<file path="src/rtl/dsrs_pkg.sv">
/*
 dsrs_pkg: timing counts, byte formats and state types for the
 serial register host.
 assumes a 40 MHz system clock; no other file state is shared.
*/
package dsrs_pkg;
   localparam int         CLK_PERIOD_NS = 25;
   // quarter of a 400 kHz bit, fast-mode rate
   localparam int         I2C_QTR_NS    = 625;
   localparam int         I2C_QTR_CYC   =
      (I2C_QTR_NS + CLK_PERIOD_NS - 1) / CLK_PERIOD_NS;
   localparam int         SPI_HALF_NS   = 100;
   localparam int         SPI_HALF_CYC  =
      (SPI_HALF_NS + CLK_PERIOD_NS - 1) / CLK_PERIOD_NS;
   localparam logic [5:0] I2C_ADDR_HI   = 6'h0c;
   localparam logic       RW_READ       = 1'b1;
   localparam logic       RW_WRITE      = 1'b0;
   localparam logic [3:0] LAST_BIT      = 4'h7;
   localparam logic [3:0] ACK_BIT       = 4'h8;
   localparam logic [7:0] IDLE_BYTE     = 8'hff;
   localparam int         SY_SDA        = 0;
   localparam int         SY_SCL        = 1;
   localparam int         SY_SDO        = 2;
   localparam int         SY_SDI        = 3;

   typedef enum logic [2:0] {
      ST_IDLE,
      ST_I_START,
      ST_I_BYTE,
      ST_I_STOP,
      ST_S_LEAD,
      ST_S_BIT,
      ST_S_TAIL
   } dsrs_state_type;

   typedef enum logic [2:0] {
      SQ_ADDR_W,
      SQ_SUB,
      SQ_WDATA,
      SQ_ADDR_R,
      SQ_RDATA
   } dsrs_seq_type;
endpackage : dsrs_pkg

</file>
<file path="src/rtl/dsrs_host.sv">
/*
 dsrs_host: master for a register slave reached over a two-wire
 link or a four/three-wire serial port link, with burst transfers.
 assumes external pull-ups on scl/sda and on sdi while released;
 the user starts a command only while busy_o is low.
*/
// Operation
// - receiver pulls data low through the ninth clock high phase
// - transmitter releases data during the acknowledge pulse
// - sub-address byte: low seven bits index, top bit auto-increment
// - read: address+write, sub-address, repeated start, address+read
// - master acknowledges wanted bytes, not the last, then stop
// - write: address+write, sub-address, data bytes, then stop
// - bytes are eight bits, most significant first, any count; cmd_len_i gives 1 to 255, 0 taken as 1
// - a busy receiver may hold the clock low to stall
// - unacknowledged address leaves data high; master aborts
// - start falls, stop rises, data while clock high; stop ends all
// - chip select low for whole command, clock high while deselected
// - data changes on falling clock, sampled on rising clock
// - one register takes sixteen pulses, each further one eight more
// - chip select high gives the two-wire link, low the serial port
module dsrs_host #(
   parameter int QTR_CYC  = dsrs_pkg::I2C_QTR_CYC,
   parameter int HALF_CYC = dsrs_pkg::SPI_HALF_CYC
) (
   input  wire logic       clk_i,
   input  wire logic       srst_i,
   input  wire logic       cmd_start_i,
   input  wire logic       cmd_read_i,
   input  wire logic       cmd_spi_i,
   input  wire logic       three_wire_select_i,
   input  wire logic       auto_increment_bit_i,
   input  wire logic       addr_lsb_select_pin_i,
   input  wire logic [6:0] cmd_reg_i,
   input  wire logic [7:0] cmd_len_i,
   input  wire logic [7:0] write_data_bits_i,
   output logic            wdata_take_o,
   output logic [7:0]      rdata_o,
   output logic            rdata_valid_o,
   output logic            busy_o,
   output logic            done_o,
   output logic            nack_o,
   input  wire logic       scl_i,
   output logic            scl_o,
   output logic            scl_oe_o,
   input  wire logic       sda_i,
   output logic            sda_o,
   output logic            sda_oe_o,
   output logic            cs_n_o,
   output logic            serial_port_clock_o,
   input  wire logic       sdi_i,
   output logic            sdi_o,
   output logic            sdi_oe_o,
   input  wire logic       sdo_i
);
   import dsrs_pkg::*;

   localparam logic [7:0] QTR_LD  = 8'(QTR_CYC - 1);
   localparam logic [7:0] HALF_LD = 8'(HALF_CYC - 1);

   typedef struct packed {
      dsrs_state_type st;
      dsrs_seq_type   sq;
      logic [1:0]     ph;
      logic [7:0]     cnt;
      logic [3:0]     bitn;
      logic [7:0]     left;
      logic [7:0]     nlen;
      logic [7:0]     sh;
      logic [6:0]     reg_a;
      logic           rd;
      logic           spi;
      logic           tw;
      logic           inc;
      logic           lsb;
      logic           lo;
      logic           scl_oe;
      logic           sda_oe;
      logic           cs_n;
      logic           serial_port_clock;
      logic           mosi;
      logic           mosi_oe;
      logic [7:0]     rdata;
      logic           rvalid;
      logic           wtake;
      logic           busy;
      logic           done;
      logic           nack;
      logic [3:0]     sy0;
      logic [3:0]     sy1;
      logic [3:0]     sy2;
      logic [3:0]     flt;
   } dsrs_host_state_type;

   dsrs_host_state_type q;
   dsrs_host_state_type d;
   logic                stall;
   logic                tick;
   logic                data_byte;
   logic                data_end;
   logic                ack_end;

   // clock held low by the slave freezes the high phase
   assign stall     = (q.st == ST_I_BYTE) && (q.ph == 2'h2) &&
                      !q.flt[SY_SCL];
   assign tick      = (q.cnt == 8'h00) && !stall && (q.st != ST_IDLE);
   assign data_byte = (q.sq == SQ_WDATA) || (q.sq == SQ_RDATA);
   assign data_end  = data_byte && (q.left == 8'h01);
   assign ack_end   = tick && (q.st == ST_I_BYTE) && (q.ph == 2'h3) &&
                      (q.bitn == ACK_BIT);

   function automatic logic [7:0] byte_for(input dsrs_seq_type s);
      case (s)
         SQ_ADDR_W: byte_for = {I2C_ADDR_HI, q.lsb, RW_WRITE};
         SQ_SUB:    byte_for = {q.inc, q.reg_a};
         SQ_WDATA:  byte_for = write_data_bits_i;
         SQ_ADDR_R: byte_for = {I2C_ADDR_HI, q.lsb, RW_READ};
         default:   byte_for = IDLE_BYTE;
      endcase
   endfunction : byte_for

   always_comb
   begin
      logic smp;
      logic load;
      smp      = 1'b0;
      load     = 1'b0;
      d        = q;
      d.rvalid = 1'b0;
      d.wtake  = 1'b0;
      d.done   = 1'b0;
      // three-stage input sync, change taken when stages 2 and 3 agree
      d.sy0    = {sdi_i, sdo_i, scl_i, sda_i};
      d.sy1    = q.sy0;
      d.sy2    = q.sy1;
      d.flt    = ((q.sy1 ~^ q.sy2) & q.sy2) | ((q.sy1 ^ q.sy2) & q.flt);
      if (tick)
         d.cnt = q.spi ? HALF_LD : QTR_LD;
      else if (!stall && (q.st != ST_IDLE))
         d.cnt = q.cnt - 8'h01;
      case (q.st)
         ST_IDLE:
            if (cmd_start_i)
            begin
               d.busy  = 1'b1;
               d.nack  = 1'b0;
               d.rd    = cmd_read_i;
               d.spi   = cmd_spi_i;
               d.tw    = three_wire_select_i;
               d.inc   = auto_increment_bit_i;
               d.lsb   = addr_lsb_select_pin_i;
               d.reg_a = cmd_reg_i;
               d.nlen  = (cmd_len_i == 8'h00) ? 8'h01 : cmd_len_i;
               d.left  = d.nlen;
               d.ph    = 2'h0;
               d.sq    = SQ_ADDR_W;
               d.cnt   = cmd_spi_i ? HALF_LD : QTR_LD;
               if (cmd_spi_i)
               begin
                  d.st      = ST_S_LEAD;
                  d.cs_n    = 1'b0;
                  d.mosi_oe = 1'b1;
                  d.sq      = SQ_SUB;
                  d.sh      = {cmd_read_i, auto_increment_bit_i,
                               cmd_reg_i[5:0]};
               end
               else
               begin
                  d.st     = ST_I_START;
                  d.sda_oe = 1'b0;
               end
            end
         ST_I_START:
            if (tick)
            begin
               d.ph = q.ph + 2'h1;
               case (q.ph)
                  2'h0: d.scl_oe = 1'b0;
                  2'h1: d.sda_oe = 1'b1;
                  2'h2: d.scl_oe = 1'b1;
                  default:
                  begin
                     d.st = ST_I_BYTE;
                     load = 1'b1;
                  end
               endcase
            end
         ST_I_BYTE:
            if (tick)
            begin
               d.ph = q.ph + 2'h1;
               // data moves a quarter after the clock falls, never with it
               if (q.ph == 2'h0)
               begin
                  if (q.bitn == ACK_BIT)
                     d.sda_oe = (q.sq == SQ_RDATA) &&
                                (q.left != 8'h01);
                  else
                     d.sda_oe = ~q.sh[7];
               end
               if (q.ph == 2'h1)
                  d.scl_oe = 1'b0;
               if (q.ph == 2'h3)
               begin
                  smp      = q.flt[SY_SDA];
                  d.scl_oe = 1'b1;
                  d.bitn   = q.bitn + 4'h1;
                  if (q.bitn != ACK_BIT)
                     d.sh = {q.sh[6:0], smp};
                  else if (smp && (q.sq != SQ_RDATA))
                  begin
                     d.nack = 1'b1;
                     d.st   = ST_I_STOP;
                  end
                  else
                  begin
                     if (q.sq == SQ_RDATA)
                     begin
                        d.rdata  = q.sh;
                        d.rvalid = 1'b1;
                     end
                     if (data_byte)
                        d.left = q.left - 8'h01;
                     if (q.sq == SQ_ADDR_W)
                        d.sq = SQ_SUB;
                     else if (q.sq == SQ_ADDR_R)
                        d.sq = SQ_RDATA;
                     else if (q.sq == SQ_SUB)
                        d.sq = q.rd ? SQ_ADDR_R : SQ_WDATA;
                     if ((q.sq == SQ_SUB) && q.rd)
                     begin
                        d.st     = ST_I_START;
                        d.sda_oe = 1'b0;
                     end
                     else if (data_end)
                        d.st = ST_I_STOP;
                     else
                        load = 1'b1;
                  end
               end
            end
         ST_I_STOP:
            if (tick)
            begin
               d.ph = q.ph + 2'h1;
               case (q.ph)
                  2'h0: d.sda_oe = 1'b1;
                  2'h1: d.scl_oe = 1'b0;
                  2'h2: d.sda_oe = 1'b0;
                  default:
                  begin
                     d.st   = ST_IDLE;
                     d.busy = 1'b0;
                     d.done = 1'b1;
                  end
               endcase
            end
         ST_S_LEAD:
            if (tick)
            begin
               d.st   = ST_S_BIT;
               d.serial_port_clock  = 1'b0;
               d.mosi = q.sh[7];
               d.bitn = 4'h0;
               d.ph   = 2'h0;
            end
         ST_S_BIT:
            if (tick && (q.ph == 2'h0))
            begin
               d.serial_port_clock = 1'b1;
               d.ph  = 2'h1;
            end
            else if (tick)
            begin
               smp  = q.tw ? q.flt[SY_SDI] : q.flt[SY_SDO];
               d.sh = {q.sh[6:0], smp};
               if (q.bitn != LAST_BIT)
               begin
                  d.bitn = q.bitn + 4'h1;
                  d.serial_port_clock  = 1'b0;
                  d.mosi = q.sh[6];
                  d.ph   = 2'h0;
               end
               else
               begin
                  if (q.sq == SQ_RDATA)
                  begin
                     d.rdata  = {q.sh[6:0], smp};
                     d.rvalid = 1'b1;
                  end
                  if (data_byte)
                     d.left = q.left - 8'h01;
                  if (q.sq == SQ_SUB)
                  begin
                     d.sq      = q.rd ? SQ_RDATA : SQ_WDATA;
                     d.mosi_oe = !(q.rd && q.tw);
                  end
                  if (data_end)
                     d.st = ST_S_TAIL;
                  else
                     load = 1'b1;
               end
            end
         ST_S_TAIL:
            if (tick)
            begin
               d.cs_n    = 1'b1;
               d.mosi_oe = 1'b0;
               d.st      = ST_IDLE;
               d.busy    = 1'b0;
               d.done    = 1'b1;
            end
         default:
            d.st = ST_IDLE;
      endcase
      if (load)
      begin
         d.bitn  = 4'h0;
         d.sh    = byte_for(d.sq);
         d.wtake = (d.sq == SQ_WDATA);
         if (q.spi)
         begin
            d.serial_port_clock  = 1'b0;
            d.mosi = d.sh[7];
            d.ph   = 2'h0;
         end
      end
   end

   always_ff @(posedge clk_i)
      if (srst_i)
      begin
         q      <= '0;
         q.cs_n <= 1'b1;
         q.serial_port_clock  <= 1'b1;
         q.sy0  <= 4'hf;
         q.sy1  <= 4'hf;
         q.sy2  <= 4'hf;
         q.flt  <= 4'hf;
      end
      else
         q <= d;

   assign scl_o               = q.lo;
   assign scl_oe_o            = q.scl_oe;
   assign sda_o               = q.lo;
   assign sda_oe_o            = q.sda_oe;
   assign cs_n_o              = q.cs_n;
   assign serial_port_clock_o = q.serial_port_clock;
   assign sdi_o               = q.mosi;
   assign sdi_oe_o            = q.mosi_oe;
   assign wdata_take_o        = q.wtake;
   assign rdata_o             = q.rdata;
   assign rdata_valid_o       = q.rvalid;
   assign busy_o              = q.busy;
   assign done_o              = q.done;
   assign nack_o              = q.nack;

   // rising clock edges seen in one chip-select frame
   logic [11:0] rises_q;
   always_ff @(posedge clk_i)
      if (srst_i || q.cs_n)
         rises_q <= 12'h000;
      else if (!q.serial_port_clock && d.serial_port_clock)
         rises_q <= rises_q + 12'h001;
endmodule : dsrs_host

</file>
<file path="config.mk">
export PLATFORM = sky130hd
export DESIGN_NAME = dsrs_host
export DESIGN_NICKNAME = d
export VERILOG_FILES = /design/src/rtl/dsrs_pkg.sv /design/src/rtl/dsrs_host.sv
export SDC_FILE = /design/constraint.sdc
export NUM_CORES = 1
export LEC_CHECK = 0
export BUFFER_PORTS_ARGS = -buffer_cell sky130_fd_sc_hd__buf_4
export CAP_MARGIN = 20
export CORE_ASPECT_RATIO = 1.2
export CORE_MARGIN = 1.5
export CORE_UTILIZATION = 53
export DETAILED_ROUTE_END_ITERATION = 8
export GPL_TIMING_DRIVEN = 0
export HOLD_SLACK_MARGIN = 0.15
export PLACE_DENSITY = 0.76
export REMOVE_ABC_BUFFERS = 1
export SYNTH_ARGS = -nofsm -noshare
export SYNTH_HDL_FRONTEND = slang
export SYNTH_SLANG_ARGS = --single-unit
export TNS_END_PERCENT = 1
</file>
<file path="constraint.sdc">
create_clock -name clk_i -period 2.5 [get_ports clk_i]
set_clock_uncertainty 0.05 [all_clocks]
set_input_delay 0.25 -clock clk_i [delete_from_list [all_inputs] [get_ports clk_i]]
set_output_delay 0.25 -clock clk_i [all_outputs]
set_load 0.01 [all_outputs]
</file>
After elaboration in Yosys (flattened, before gate mapping):

Cells that the tools add are included.

* add/sub/neg operators: 4
* eq/ne operators: 55
* mux-type cells: 129
* bitwise operators: 7
* reduce and logical (&&, ||, !) cells: 48

Operator list (count)
* $mux W8: 17
* $mux W12: 5
* $mux W9: 6
* $mux W3: 17
* $pmux W8 S3: 2
* $ne A2 B2 Y1 const B: 20
* $mux W2: 18
* $mux W36: 1
* $mux W1: 35
* $pmux W8 S4: 1
* $mux W6: 4
* $reduce_and A8 Y1: 3
* $ne A3 B3 Y1 const B: 7
* $pmux W3 S7: 1
* $eq A3 B2 Y1 const B: 6
* $pmux W9 S2: 1
* $reduce_bool A3 Y1: 6
* $logic_not A8 Y1: 2
* $mux W16: 1
* $sub A8 B1 Y8 const B: 2
* $reduce_and A15 Y1: 1
* $eq A3 B3 Y1 const B: 4
* $pmux W1 S3: 4
* $pmux W4 S3: 1
* 44 further kinds: 78

* bits in registers: 91
* output and inout port bits: 21
* logic and storage cells: 273

Depth between registers and ports, before layout:

* word-level depth: 14
* mapped depth: 13
* depth with buffers taken out: 11

Worst setup path before layout:

OpenSTA, ideal clock, no wires.

* kind: flip-flop to flip-flop
* start point: register q[76] (netlist name)
* end point: register q[54] (netlist name)
* arrival: 2507 ps
* slack: -174 ps
* cell stages (with the launch flop): 11
* path buffers: 1
* clock period less this slack: 2674 ps
* path through: dfxtp_1 > inv_1 > ha_1 > or3b_2 > or2_1 > buf_6 > nor4_4 > o31a_4 > a211oi_4 > a221o_1 > a32o_1

* word-level cells in the longest chain between the ends: 9
* elaborated cells on any way between the ends: 28
* those cells by class: 10 x eq/ne; 11 x mux; 7 x reduce/logical

RTL lines
* start: declaration: line dsrs_host.sv:95 `dsrs_host_state_type q;`
* $logic_not A8 Y1 *: line dsrs_host.sv:106 `assign tick = (q.cnt == 8'h00) && !stall && (q.st != ST_IDLE);`
* $logic_and A1 B1 Y1 * (2 in series): line dsrs_host.sv:106
* $mux W8 / $logic_and A1 B1 Y1 (equally long branches): line dsrs_host.sv:273, dsrs_host.sv:268
* $mux W6: line dsrs_host.sv:268 `if (tick && (q.ph == 2'h0))`
* $pmux W3 S3: line dsrs_host.sv:141 `case (q.st)`
* $eq A3 B2 Y1 (tied with other cells): line dsrs_host.sv:113 `case (s)`
* $pmux W8 S4: line dsrs_host.sv:113
* $mux W8: line dsrs_host.sv:316 `if (load)`

Mark *: on every way between the ends. The rest lies on a longest branch, timed or not. The select of a mux whose other input is x is not followed.
A chain may end at the register's enable or synchronous reset.

Final worst setup path:

* start point: register q[77] (netlist name)
* end point: register q[54] (netlist name)

The elaborated chain is that of the path after synthesis.

==> flow_summary.yaml <==
status:
  status: "finished with violations"
  violations: "setup timing"
critical_path:
  path_class: "reg -> reg"
  cp_cell_sequence: "inv_2 > ha_4 > or3b_4 > or2_4 > nor3_4 > a221o_1 > a211oi_4 > a221o_1 > a32o_1"
  path_common_cell: "a221o_1"
  crit_path_end: "q[54]$_SDFFE_PP0P_"
  cp-start-kind: "flip-flop"
  crit_required_ns: 2.72
  critPathLaunch: "q[77]$_SDFF_PP0_"
  cp.arrival_ns: 2.86
  cpMaxStageDelayCell: "or3b_4"
  rr_worst_depth: 9
  rrSetupSlack_ns: -0.14
  cp-end-kind: "flip-flop"
  r2r-start: "q[77]$_SDFF_PP0_"
  worst-path-max-fanout: 6
  r2r_end: "q[54]$_SDFFE_PP0P_"
  slowest_delay_ns: 0.41
global_route:
  grt_pass1_vias: 4852
  track_usage: 0.3059
  grt-ovfl-total: 0
  grt_max_degree: 74
  grt_pass1_wl_um: 23780
  grt_antenna_before_repair: 0
yosys:
  yosys_warnings: 0
  yosys.cell_count.top_type: "dfxtp_1"
  synth.distinct_cells: 85
  async_reset_ff_frac: 0
  synth_commonest_cells: "83 x dfxtp_1, 66 x nand2_1, 52 x a21oi_1, 50 x nor2_1, 25 x clkbuf_1"
  synth_seq_cells: 83
  yosysTopAreaCell: "dfxtp_1"
  synth_edf_count: 0
  synthCells: 589
  synthFlopType: "dfxtp_1"
  synth_top_area_frac: 0.3433
  syn_area_mm2: 0.004840
  synth.area.top_cells: "dfxtp_1 34%, a21oi_1 5.4%, nand2_1 5.1%"
  yosysSeqAreaShare: 0.3433
  avgSynthCellArea_um2: 8.217
clocking:
  cts_made_buffers: 9
  cts_buffer_depth: 2
  cts_tree: "yes"
  root_buffer: "clkbuf_8"
  clk_pin_slew_ns: 0.09
  clk_latency_ns: 0.38
  htree_levels: 3
  cts_sinks: 83
sta:
  drv_slew: 0
  final-hold-violation-count: 0
  rsz0062_at_grt: "yes"
  max_clock_freq_mhz: 378.9
  worst_hold_slack_ns: 0.1543
  max_slew_margin: 0.5046
  setup_tns_ns: -1.170
  period_minus_slack_ns: 2.639
  finalSetupViolations: 20
  period_share: 1.056
  setup_ws_ns: -0.1394
  worst_pin_slew_ns: 0.7431
cells_and_area:
  nFillCells: 753
  area_delta_synth_final_pct: 25.83
  drive_above_1_share: 0.2929
  diodes: 0
  final_cells: 779
  fin_nets: 703
drt:
  vias: 4958
  drt_iter0_drc: 434
  drt-pass1-iter-count: 5
  wl_per_cell_um: 18.51
  final_antenna_net_count: 0
  route.detailed.drc: 0
  wl_um: 14420
  avgViaCountPerCell: 6.365
placement:
  buffer_ports.inserted: 53
  dpl.cell_count: 717
  dp_hpwl_um: 8868
  pre_cts_slack_ns: -1.028
  routabilityCongestion: 0.9614
pwr:
  p_per_area_mw_per_mm2: 956.9
  ir_worst_vdd_mv: 0.6071
  total_power_mw: 5.827
  leakagePower_nw: 2.204
floorplanning:
  dieWidth_um: 90.23
  fp.dieH_um: 107.7
  dieArea_mm2: 0.009716
  ioPinCount: 56
  coreArea_mm2: 0.008939
  initial_core_util: 0.5414
  row_count: 38
hold_path:
  hold-path-cell-count: 3
  min_path_type: "in -> reg"
  min_from: "write_data_bits_i[5]"
job:
  max_cap_viol_count: 0
==> power by group <==
part	switching [mW]	leakage, nW	internal [mW]
registers	0.318	0.685	1.55
clock network	0.544	0.0852	0.373
logic	1.75	1.43	1.29
==> timing repair <==
| action | 4_1_cts | 5_1_grt |
|---|---|---|
| endpoints found under the hold margin | 15 | 0 |
| resized for setup | 73 | 11 |
| hold buffers | 15 | 0 |
| setup endpoints to repair | 53 | 32 |
| pin swaps | 31 | 5 |
| buffers inserted | 29 | 3 |
==> registers in the layout, indices dropped and copies added (netlist names) <==
signal	flops
serial_port_clock_o	1
q	56
sdi_o	1
done_o	1
busy_o	1
d	8
scl_oe_o	1
cs_n_o	1
nack_o	1
rdata_valid_o	1
sda_oe_o	1
sdi_oe_o	1
wdata_take_o	1
rdata_o	8
==> how the worst min path moves through the flow <==
stage | to | slack [ns]
2_1_floorplan | q[36]$_SDFFE_PP0P_ | 0.27
3_3_place_gp | d[7]$_SDFF_PP1_ | 0.34
3_5_place_dp | d[4]$_SDFF_PP1_ | 0.34
4_1_cts | q[53]$_SDFFE_PP0P_ | 0.15
5_1_grt | q[53]$_SDFFE_PP0P_ | 0.20
6_report | q[53]$_SDFFE_PP0P_ | 0.15
==> layer usage <==
layer	vias up	share of wire	GRT usage
li1	2299	-	-
met5	-	0	0
met1	2309	0.39	0.3588
met2	276	0.50	0.5222
met3	74	0.077	0.05862
met4	0	0.041	0.1757
==> final cells by class <==
class	instances	area, µm²	area share
Inverter	17	66.31	0.01089
Clock inverter	6	48.80	0.008013
Timing Repair Buffer	101	845.8	0.1389
Sequential cell	83	1690	0.2776
Tap cell	120	150.1	0.02466
Multi-Input combinational cell	442	3161	0.5190
Clock buffer	10	127.6	0.02096
==> through the flow <==
stage,cell area [µm²],util
6_report,6090,0.6813
5_1_grt,6090,0.6813
4_1_cts,6026,0.6741
3_5_place_dp,5172,0.5787
3_3_place_gp,5152,0.5764
2_1_floorplan,4604,-
==> critical path: cells and delay by family (launching register included) <==
kind            cells  cell delay (ns)
simple gates        3             1.02
compound gates      4             0.94
flops               1             0.33
fa+ha+maj           1             0.13
buf+inv             1             0.06
==> cell families (layout without fill, tap and decap cells) <==
group | count (synthesis) | in the layout | share of synthesized area
xor+xnor | 8 | 8 | 0.01448
mux | 6 | 6 | 0.01267
fa+ha+maj | 14 | 14 | 0.03619
simple gates | 227 | 227 | 0.2464
other cells | 1 | 2 | 0.0007749
buf+inv | 65 | 134 | 0.06256
compound gates | 185 | 185 | 0.2836
flops | 83 | 83 | 0.3433
==> cells in the final DEF (no fill, tap or decap), drive strengths merged, types with 6 or more instances in the layout <==
| cell type | Yosys | routed |
|---|---|---|
| buf | 23 | 86 |
| or2 | 15 | 15 |
| a22oi | 6 | 6 |
| a211oi | 16 | 16 |
| nand2 | 66 | 66 |
| inv | 17 | 20 |
| dfxtp | 83 | 83 |
| o21ai | 31 | 31 |
| a221oi | 7 | 7 |
| nand3 | 20 | 20 |
| a31oi | 9 | 9 |
| clkbuf | 25 | 10 |
| nor2 | 52 | 52 |
| nor3 | 19 | 19 |
| a21oi | 54 | 54 |
| nor2b | 8 | 8 |
| a222oi | 7 | 7 |
| o211ai | 9 | 9 |
| nor4 | 8 | 8 |
| dlygate4sd3 | 0 | 15 |
| ha | 14 | 14 |
(Power assumes the default switching activity.)
